File: src/rtl/sram_host_pkg.sv
package sram_host_pkg;

  // ------------------------------------------------------------
  // widths
  // ------------------------------------------------------------
  localparam int ADDR_W = 17;
  localparam int DATA_W = 8;
  localparam int CNT_W = 8;

  // ------------------------------------------------------------
  // memory timing in ns
  // ------------------------------------------------------------
  localparam int CLK_PERIOD_NS = 5;
  localparam int READ_CYCLE_TIME_NS = 45;
  localparam int ADDRESS_ACCESS_TIME_NS = 45;
  localparam int SELECT_ACCESS_TIME_NS = 45;
  localparam int OUTPUT_ENABLE_RELEASE_DELAY_NS = 18;
  localparam int SELECT_RELEASE_DELAY_NS = 18;
  localparam int WRITE_CYCLE_TIME_NS = 45;
  localparam int SELECT_TO_WRITE_END_NS = 35;
  localparam int ADDRESS_TO_WRITE_END_NS = 35;
  localparam int WRITE_PULSE_WIDTH_NS = 35;
  localparam int DATA_SETUP_TO_WRITE_END_NS = 25;
  localparam int RETENTION_RECOVERY_TIME_NS = 45;

  // ------------------------------------------------------------
  // cycle counts, least times rounded up
  // ------------------------------------------------------------
  function automatic int ceil_cyc(input int ns);
    int c;
    c = (ns + CLK_PERIOD_NS - 1) / CLK_PERIOD_NS;
    return (c < 1) ? 1 : c;
  endfunction

  function automatic int max2(input int a, input int b);
    return (a > b) ? a : b;
  endfunction

  localparam int ACCESS_CYC = max2(ceil_cyc(READ_CYCLE_TIME_NS),
    max2(ceil_cyc(ADDRESS_ACCESS_TIME_NS), ceil_cyc(SELECT_ACCESS_TIME_NS)));
  localparam int RELEASE_CYC = max2(
    ceil_cyc(OUTPUT_ENABLE_RELEASE_DELAY_NS),
    ceil_cyc(SELECT_RELEASE_DELAY_NS));
  localparam int PULSE_CYC = max2(ceil_cyc(WRITE_PULSE_WIDTH_NS),
    max2(ceil_cyc(DATA_SETUP_TO_WRITE_END_NS),
    max2(ceil_cyc(SELECT_TO_WRITE_END_NS),
    ceil_cyc(ADDRESS_TO_WRITE_END_NS))));
  localparam int SETUP_CYC = 1;
  localparam int HOLD_CYC = max2(1,
    ceil_cyc(WRITE_CYCLE_TIME_NS) - PULSE_CYC - SETUP_CYC);
  localparam int RECOVER_CYC = ceil_cyc(RETENTION_RECOVERY_TIME_NS);

  localparam logic [CNT_W-1:0] ACCESS_LOAD = CNT_W'(ACCESS_CYC - 1);
  localparam logic [CNT_W-1:0] RELEASE_LOAD = CNT_W'(RELEASE_CYC - 1);
  localparam logic [CNT_W-1:0] PULSE_LOAD = CNT_W'(PULSE_CYC - 1);
  localparam logic [CNT_W-1:0] HOLD_LOAD = CNT_W'(HOLD_CYC - 1);
  localparam logic [CNT_W-1:0] RECOVER_LOAD = CNT_W'(RECOVER_CYC - 1);
  localparam logic [CNT_W-1:0] CNT_ZERO = 8'h00;

  // ------------------------------------------------------------
  // controller states
  // ------------------------------------------------------------
  typedef enum logic [7:0] {
    ST_IDLE = 8'h01,
    ST_RD_ACCESS = 8'h02,
    ST_RD_RELEASE = 8'h04,
    ST_WR_SETUP = 8'h08,
    ST_WR_PULSE = 8'h10,
    ST_WR_HOLD = 8'h20,
    ST_RETAIN = 8'h40,
    ST_RECOVER = 8'h80
  } host_state_t;

endpackage

File: src/rtl/sram_host_ctrl.sv
`timescale 1ns/1ps
`default_nettype none
module sram_host_ctrl (
  input wire logic core_clk,
  input wire logic resetn,
  input wire logic req_valid,
  input wire logic req_write,
  input wire logic [sram_host_pkg::ADDR_W-1:0] req_addr,
  input wire logic [sram_host_pkg::DATA_W-1:0] req_wdata,
  output logic req_ready,
  output logic rsp_valid,
  output logic [sram_host_pkg::DATA_W-1:0] rsp_rdata,
  input wire logic retain_req,
  output logic retain_ack,
  output logic [sram_host_pkg::ADDR_W-1:0] mem_addr,
  output logic select_low_active_n,
  output logic select_high_active,
  output logic write_strobe_n,
  output logic output_enable_n,
  output logic [sram_host_pkg::DATA_W-1:0] mem_data_out,
  output logic mem_data_oe,
  input wire logic [sram_host_pkg::DATA_W-1:0] mem_data_in
);
  import sram_host_pkg::*;

  // ------------------------------------------------------------
  // state and timer
  // ------------------------------------------------------------
  host_state_t state_reg;
  host_state_t state_next;
  logic tmr_load;
  logic [CNT_W-1:0] tmr_val;
  logic tmr_done;

  sram_cycle_timer u_timer (
    .core_clk(core_clk),
    .resetn(resetn),
    .load(tmr_load),
    .load_val(tmr_val),
    .done(tmr_done)
  );

  logic [ADDR_W-1:0] addr_reg;
  logic [ADDR_W-1:0] addr_next;
  logic [DATA_W-1:0] wdata_reg;
  logic [DATA_W-1:0] wdata_next;
  logic [DATA_W-1:0] rdata_reg;
  logic [DATA_W-1:0] rdata_next;
  logic sel_reg;
  logic sel_next;
  logic strobe_n_reg;
  logic strobe_n_next;
  logic oe_n_reg;
  logic oe_n_next;
  logic drive_reg;
  logic drive_next;
  logic ready_reg;
  logic ready_next;
  logic rsp_reg;
  logic rsp_next;
  logic ack_reg;
  logic ack_next;

  // ------------------------------------------------------------
  // sequencing
  // ------------------------------------------------------------
  always_comb begin
    state_next = state_reg;
    tmr_load = 1'b0;
    tmr_val = CNT_ZERO;
    addr_next = addr_reg;
    wdata_next = wdata_reg;
    rdata_next = rdata_reg;
    rsp_next = 1'b0;
    case (state_reg)
      ST_IDLE: begin
        // retention wins over a pending access so entry is not delayed
        if (retain_req) begin
          state_next = ST_RETAIN;
        end else if (req_valid) begin
          addr_next = req_addr;
          wdata_next = req_wdata;
          tmr_load = 1'b1;
          if (req_write) begin
            state_next = ST_WR_SETUP;
            tmr_val = CNT_ZERO;
          end else begin
            state_next = ST_RD_ACCESS;
            tmr_val = ACCESS_LOAD;
          end
        end
      end
      ST_RD_ACCESS: begin
        if (tmr_done) begin
          rdata_next = mem_data_in;
          rsp_next = 1'b1;
          state_next = ST_RD_RELEASE;
          tmr_load = 1'b1;
          tmr_val = RELEASE_LOAD;
        end
      end
      ST_RD_RELEASE: begin
        // the memory may still drive; no write may start until it lets go
        if (tmr_done) begin
          state_next = ST_IDLE;
        end
      end
      ST_WR_SETUP: begin
        state_next = ST_WR_PULSE;
        tmr_load = 1'b1;
        tmr_val = PULSE_LOAD;
      end
      ST_WR_PULSE: begin
        if (tmr_done) begin
          state_next = ST_WR_HOLD;
          tmr_load = 1'b1;
          tmr_val = HOLD_LOAD;
        end
      end
      ST_WR_HOLD: begin
        if (tmr_done) begin
          state_next = ST_IDLE;
        end
      end
      ST_RETAIN: begin
        if (!retain_req) begin
          state_next = ST_RECOVER;
          tmr_load = 1'b1;
          tmr_val = RECOVER_LOAD;
        end
      end
      ST_RECOVER: begin
        if (tmr_done) begin
          state_next = ST_IDLE;
        end
      end
      default: begin
        state_next = ST_IDLE;
      end
    endcase
  end

  // ------------------------------------------------------------
  // pin levels follow the next state so they leave flip-flops
  // ------------------------------------------------------------
  always_comb begin
    sel_next = 1'b0;
    strobe_n_next = 1'b1;
    oe_n_next = 1'b1;
    drive_next = 1'b0;
    ready_next = 1'b0;
    ack_next = 1'b0;
    case (state_next)
      ST_IDLE: begin
        ready_next = !retain_req;
      end
      ST_RD_ACCESS: begin
        sel_next = 1'b1;
        oe_n_next = 1'b0;
      end
      ST_WR_SETUP, ST_WR_HOLD: begin
        sel_next = 1'b1;
        drive_next = 1'b1;
      end
      ST_WR_PULSE: begin
        // enable stays high here, so the longer pulse is never needed
        sel_next = 1'b1;
        strobe_n_next = 1'b0;
        drive_next = 1'b1;
      end
      ST_RETAIN: begin
        ack_next = 1'b1;
      end
      default: begin
        sel_next = 1'b0;
      end
    endcase
  end

  always_ff @(posedge core_clk or negedge resetn) begin
    if (!resetn) begin
      state_reg <= ST_IDLE;
      addr_reg <= '0;
      wdata_reg <= '0;
      rdata_reg <= '0;
      sel_reg <= 1'b0;
      strobe_n_reg <= 1'b1;
      oe_n_reg <= 1'b1;
      drive_reg <= 1'b0;
      ready_reg <= 1'b0;
      rsp_reg <= 1'b0;
      ack_reg <= 1'b0;
    end else begin
      state_reg <= state_next;
      addr_reg <= addr_next;
      wdata_reg <= wdata_next;
      rdata_reg <= rdata_next;
      sel_reg <= sel_next;
      strobe_n_reg <= strobe_n_next;
      oe_n_reg <= oe_n_next;
      drive_reg <= drive_next;
      ready_reg <= ready_next;
      rsp_reg <= rsp_next;
      ack_reg <= ack_next;
    end
  end

  assign req_ready = ready_reg;
  assign rsp_valid = rsp_reg;
  assign rsp_rdata = rdata_reg;
  assign retain_ack = ack_reg;
  assign mem_addr = addr_reg;
  assign select_low_active_n = !sel_reg;
  assign select_high_active = sel_reg;
  assign write_strobe_n = strobe_n_reg;
  assign output_enable_n = oe_n_reg;
  assign mem_data_out = wdata_reg;
  assign mem_data_oe = drive_reg;

  // ------------------------------------------------------------
  // checks
  // ------------------------------------------------------------
  a_write_overlap: assert property (@(posedge core_clk) disable iff (!resetn)
    !write_strobe_n |-> select_high_active && !select_low_active_n)
    else $error("strobe low without both selects");

  a_pulse_width: assert property (@(posedge core_clk) disable iff (!resetn)
    $fell(write_strobe_n) |-> !write_strobe_n [*7] ##1 write_strobe_n)
    else $error("write strobe pulse not seven cycles");

  a_data_hold: assert property (@(posedge core_clk) disable iff (!resetn)
    $rose(write_strobe_n) |-> mem_data_oe && $stable(mem_data_out)
      && $past(mem_data_oe, 5))
    else $error("write data not held around write end");

  a_addr_stable: assert property (@(posedge core_clk) disable iff (!resetn)
    !write_strobe_n |-> $stable(mem_addr) ##1 $stable(mem_addr))
    else $error("address moved during write");

  a_select_lead: assert property (@(posedge core_clk) disable iff (!resetn)
    $rose(write_strobe_n) |-> $past(select_high_active, 8))
    else $error("selects not active long enough before write end");

  a_bus_no_fight: assert property (@(posedge core_clk) disable iff (!resetn)
    mem_data_oe |-> output_enable_n && $past(output_enable_n, 4))
    else $error("host drives while memory may drive");

  a_strobe_read: assert property (@(posedge core_clk) disable iff (!resetn)
    !output_enable_n |-> write_strobe_n)
    else $error("strobe low during read");

  a_read_span: assert property (@(posedge core_clk) disable iff (!resetn)
    $fell(output_enable_n) |-> !output_enable_n [*8] ##1 !output_enable_n
      ##1 rsp_valid)
    else $error("read access shorter than nine cycles");

  a_retain_desel: assert property (@(posedge core_clk) disable iff (!resetn)
    $fell(retain_ack) |-> !select_high_active [*8] ##1 !select_high_active)
    else $error("access resumed before recovery");

endmodule
`default_nettype wire

File: src/rtl/sram_cycle_timer.sv
`timescale 1ns/1ps
`default_nettype none
module sram_cycle_timer
  import sram_host_pkg::*;
(
  input wire logic core_clk,
  input wire logic resetn,
  input wire logic load,
  input wire logic [sram_host_pkg::CNT_W-1:0] load_val,
  output logic done
);

  logic [CNT_W-1:0] cnt_reg;
  logic [CNT_W-1:0] cnt_next;

  always_comb begin
    cnt_next = cnt_reg;
    if (load) begin
      cnt_next = load_val;
    end else if (cnt_reg != CNT_ZERO) begin
      cnt_next = cnt_reg - 8'h01;
    end
  end

  always_ff @(posedge core_clk or negedge resetn) begin
    if (!resetn) begin
      cnt_reg <= 8'h00;
    end else begin
      cnt_reg <= cnt_next;
    end
  end

  assign done = (cnt_reg == CNT_ZERO);

endmodule
`default_nettype wire

File: config.mk
export PLATFORM = sky130hd
export DESIGN_NAME = sram_host_ctrl
export DESIGN_NICKNAME = d
export VERILOG_FILES = /design/src/rtl/sram_host_pkg.sv /design/src/rtl/sram_host_ctrl.sv /design/src/rtl/sram_cycle_timer.sv
export SDC_FILE = /design/constraint.sdc
export NUM_CORES = 1
export LEC_CHECK = 0
export BUFFER_PORTS_ARGS = -buffer_cell sky130_fd_sc_hd__buf_2
export CORE_AREA = 2 2 71 73
export CTS_BUF_LIST = sky130_fd_sc_hd__clkbuf_8 sky130_fd_sc_hd__clkbuf_16
export DETAILED_ROUTE_END_ITERATION = 7
export DIE_AREA = 0 0 73 75
export PLACE_DENSITY_LB_ADDON = 0.1
export RECOVER_POWER = 50
export SYNTH_ARGS = -nofsm -noshare
export SYNTH_HDL_FRONTEND = slang
export SYNTH_SLANG_ARGS = --single-unit
File: constraint.sdc
create_clock -name core_clk -period 3.7 [get_ports core_clk]
set_input_delay 0.555 -clock core_clk [delete_from_list [all_inputs] [get_ports core_clk]]
set_output_delay 0.555 -clock core_clk [all_outputs]
set_load 0.03 [all_outputs]
==> flow_summary.toml <==
[setup_path]
start_kind = "input pin"
critical_path.max_fanout = 31
crit_type = "in2async"
arrival_ns = 2.70
crit_family = "buffers and inverters"
worst-path-buf-inv = 2
slowest_stage = "clkbuf_1"
reg2reg_slack_ns = 1.18
cpMostUsedCell = "clkbuf_1"
cpPeakStageDelay_ns = 1.20
end_kind = "async pin"
path_cells = "clkbuf_1, clkbuf_1"
cp.required_ns = 3.85

[route]
drc = 0
dr.pass1.iters = 4
ant_nets = 0
vias_per_cell = 5.33
drt_wl_total_microns = 5270
routedWlPerCell_microns = 13.9
drt_iter0_markers = 107
vias = 2024

[finish]
diodes = 0
largest_reg_flops = 17
drive_gt1_frac = 0.258
syn2layout_area_growth_pct = 19.4
final_nets = 364
design_area_sq_um = 2960
fin_util = 0.635
layout_commonest_cell = "nand2_1"
final_cell_mix = "nand2_1 (82), buf_2 (57), dfrtp_1 (53)"
final_cells = 380

[clocking]
cts_tree = "yes"
cts-root-buf = "clkbuf_8"
clk_latency_ns = 0.31
post-cts-setup-buffers = 0
cts_hold_buffers = 0
clk_pin_slew_ns = 0.09
clock_path_buffers = 2
ctsResizeCount = 0
htreeDepth = 2
clock_sinks = 56
cts_buffers = 5

[timing]
layout_min_cycle_time_ns = 2.55
grt_setup_unrepaired = "false"
fin_crit_sh = 0.689
finalSetupViolCount = 0
drv_slew = 32
fin_skew_ns = 0.00567
worstMarginPinSlew_ns = 1.55
relSlewSlack = -0.0359
setup-tns-final_ns = 0
fmax_mhz = 392
hold_viol = 0

[floorplan]
num_io_pins = 79
dieArea_sq_um = 5480
die_x_microns = 73
die_y_microns = 75
row_count = 25
core-area_sq_um = 4660
initial_core_util = 0.532

[synth]
avgSynthCellArea_sq_um = 9.91
syn_inst = 250
syn-cell-area_sq_um = 2480
synth_flop_cell = "dfrtp_1"
syn_nets = 289
synth_edf_count = 0
synthDistinctLibCells = 45
ys_seq_area_frac = 0.567
ys_seq_elements = 56
ys_warn_count = 0
async_flop_share = 1.00

[pwr]
p_sw_frac = 0.448
ir_drop_v = 0.000428
power.internal_w = 0.00132
clkPwrFrac = 0.144
total_leakage_power_nw = 1.56
power_density_nw_per_um2 = 808
power_frac_comb = 0.437
seq_power_share = 0.419
p_sw_w = 0.00107

[placed_design]
portBuffers = 78
dpl_cell_area_sq_um = 2900
gp_congestion = 0.844
hpwl_microns = 3830
post-place-cells = 372

[run_status]
status = "complete, but fails checks"
violations = "capacitance limit, slew limit"

[global_routing]
grt_overflow_total = 0
grt_pass1_wl_microns = 8810
track_usage = 0.211
grt_pass1_vias = 1919
antenna_found_initial = 0
grt_max_degree = 33

[job]
cap_viol_max_count = 1

[hold_path]
hp-class = "in2reg"
[final cells by class]
| type | instances | area, sq um |
|---|---|---|
| clock buffer | 6 | 82.6 |
| clock inverter | 2 | 10.0 |
| multi-input combinational | 175 | 992 |
| tap | 54 | 67.6 |
| inverter | 7 | 26.3 |
| fill | 411 | 1700 |
| timing repair buffer | 80 | 375 |
| sequential | 56 | 1410 |
[path summary, 6_finish.rpt]
| kind | startpoint | end | cells past startpoint |
|---|---|---|---|
| setup / recovery | resetn | state_reg[5] | 2 |
| hold / removal | req_wdata[7] | mem_data_out[7] | 3 |
| setup reg to reg | state_reg[2] | u_timer.cnt_reg[7] | 5 |
| hold reg to reg | mem_data_out[3] | mem_data_out[3] | 2 |
| max in group core_clk | state_reg[2] | u_timer.cnt_reg[7] | 5 |
| min in group asynchronous | resetn | state_reg[6] | 1 |
[cell usage after synthesis (all sizes together) (2+ instances only)]
master  count  area, sq um
nand2      83          314
inv         7         26.3
a21oi       6         30.0
nand4       3         18.8
nand2b      5         31.3
xnor2       3         26.3
o21ai       4         20.0
nor2        6         22.5
nor3b       3         22.5
nor4        8         80.1
clkbuf     10         37.5
o311ai      2         17.5
mux2        8         90.1
and3        2         12.5
xor2        3         26.3
or3         2         12.5
and2        2         12.5
nor4b       2         23.8
o21a        2         15.0
or4         2         15.0
dfrtp      53         1330
dfstp       3         78.8
buf         2         16.3
nor3        7         40.0
nand3       8         40.0
[logic make-up after synthesis]
| logic type | count (synthesis) | share of synthesized area |
|---|---|---|
| mux | 8 | 0.0364 |
| xor+xnor | 6 | 0.0212 |
| compound gates | 24 | 0.0667 |
| simple gates | 136 | 0.271 |
| flops | 56 | 0.567 |
| fa+ha+maj | 1 | 0.00505 |
| buf+inv | 19 | 0.0323 |
[routing by layer]
metal | GRT usage | up-vias | wire length [microns] | share of wire
li1 | - | 993 | - | -
met1 | 0.269 | 949 | 2270 | 0.43
met2 | 0.340 | 72 | 2560 | 0.49
met3 | 0.0522 | 10 | 319 | 0.061
met4 | 0.103 | 0 | 112 | 0.021
met5 | 0 | - | 0 | 0
[through the flow]
| stage | hold slack, ns | total power [W] | setup WS [ns] |
|---|---|---|---|
| 5_1_grt | 0.433 | 0.00257 | 0.530 |
| 3_5_place_dp | 0.454 | 0.00209 | 1.15 |
| 6_report | 0.436 | 0.00239 | 1.15 |
| 3_3_place_gp | 0.448 | 0.00206 | 1.20 |
| 4_1_cts | 0.236 | 0.00243 | 1.15 |
| 2_1_floorplan | 0.259 | 0.00178 | 1.68 |
[power groups by stage]
stage          registers (W)  clock network [W]  logic, W
5_1_grt              0.00103           0.000373   0.00116
3_5_place_dp         0.00100                  0   0.00108
6_report             0.00100           0.000344   0.00105
4_1_cts             0.000998           0.000355   0.00108
3_3_place_gp         0.00100                  0   0.00105
2_1_floorplan        0.00128                  0  0.000509
(Power assumes the default switching activity.)
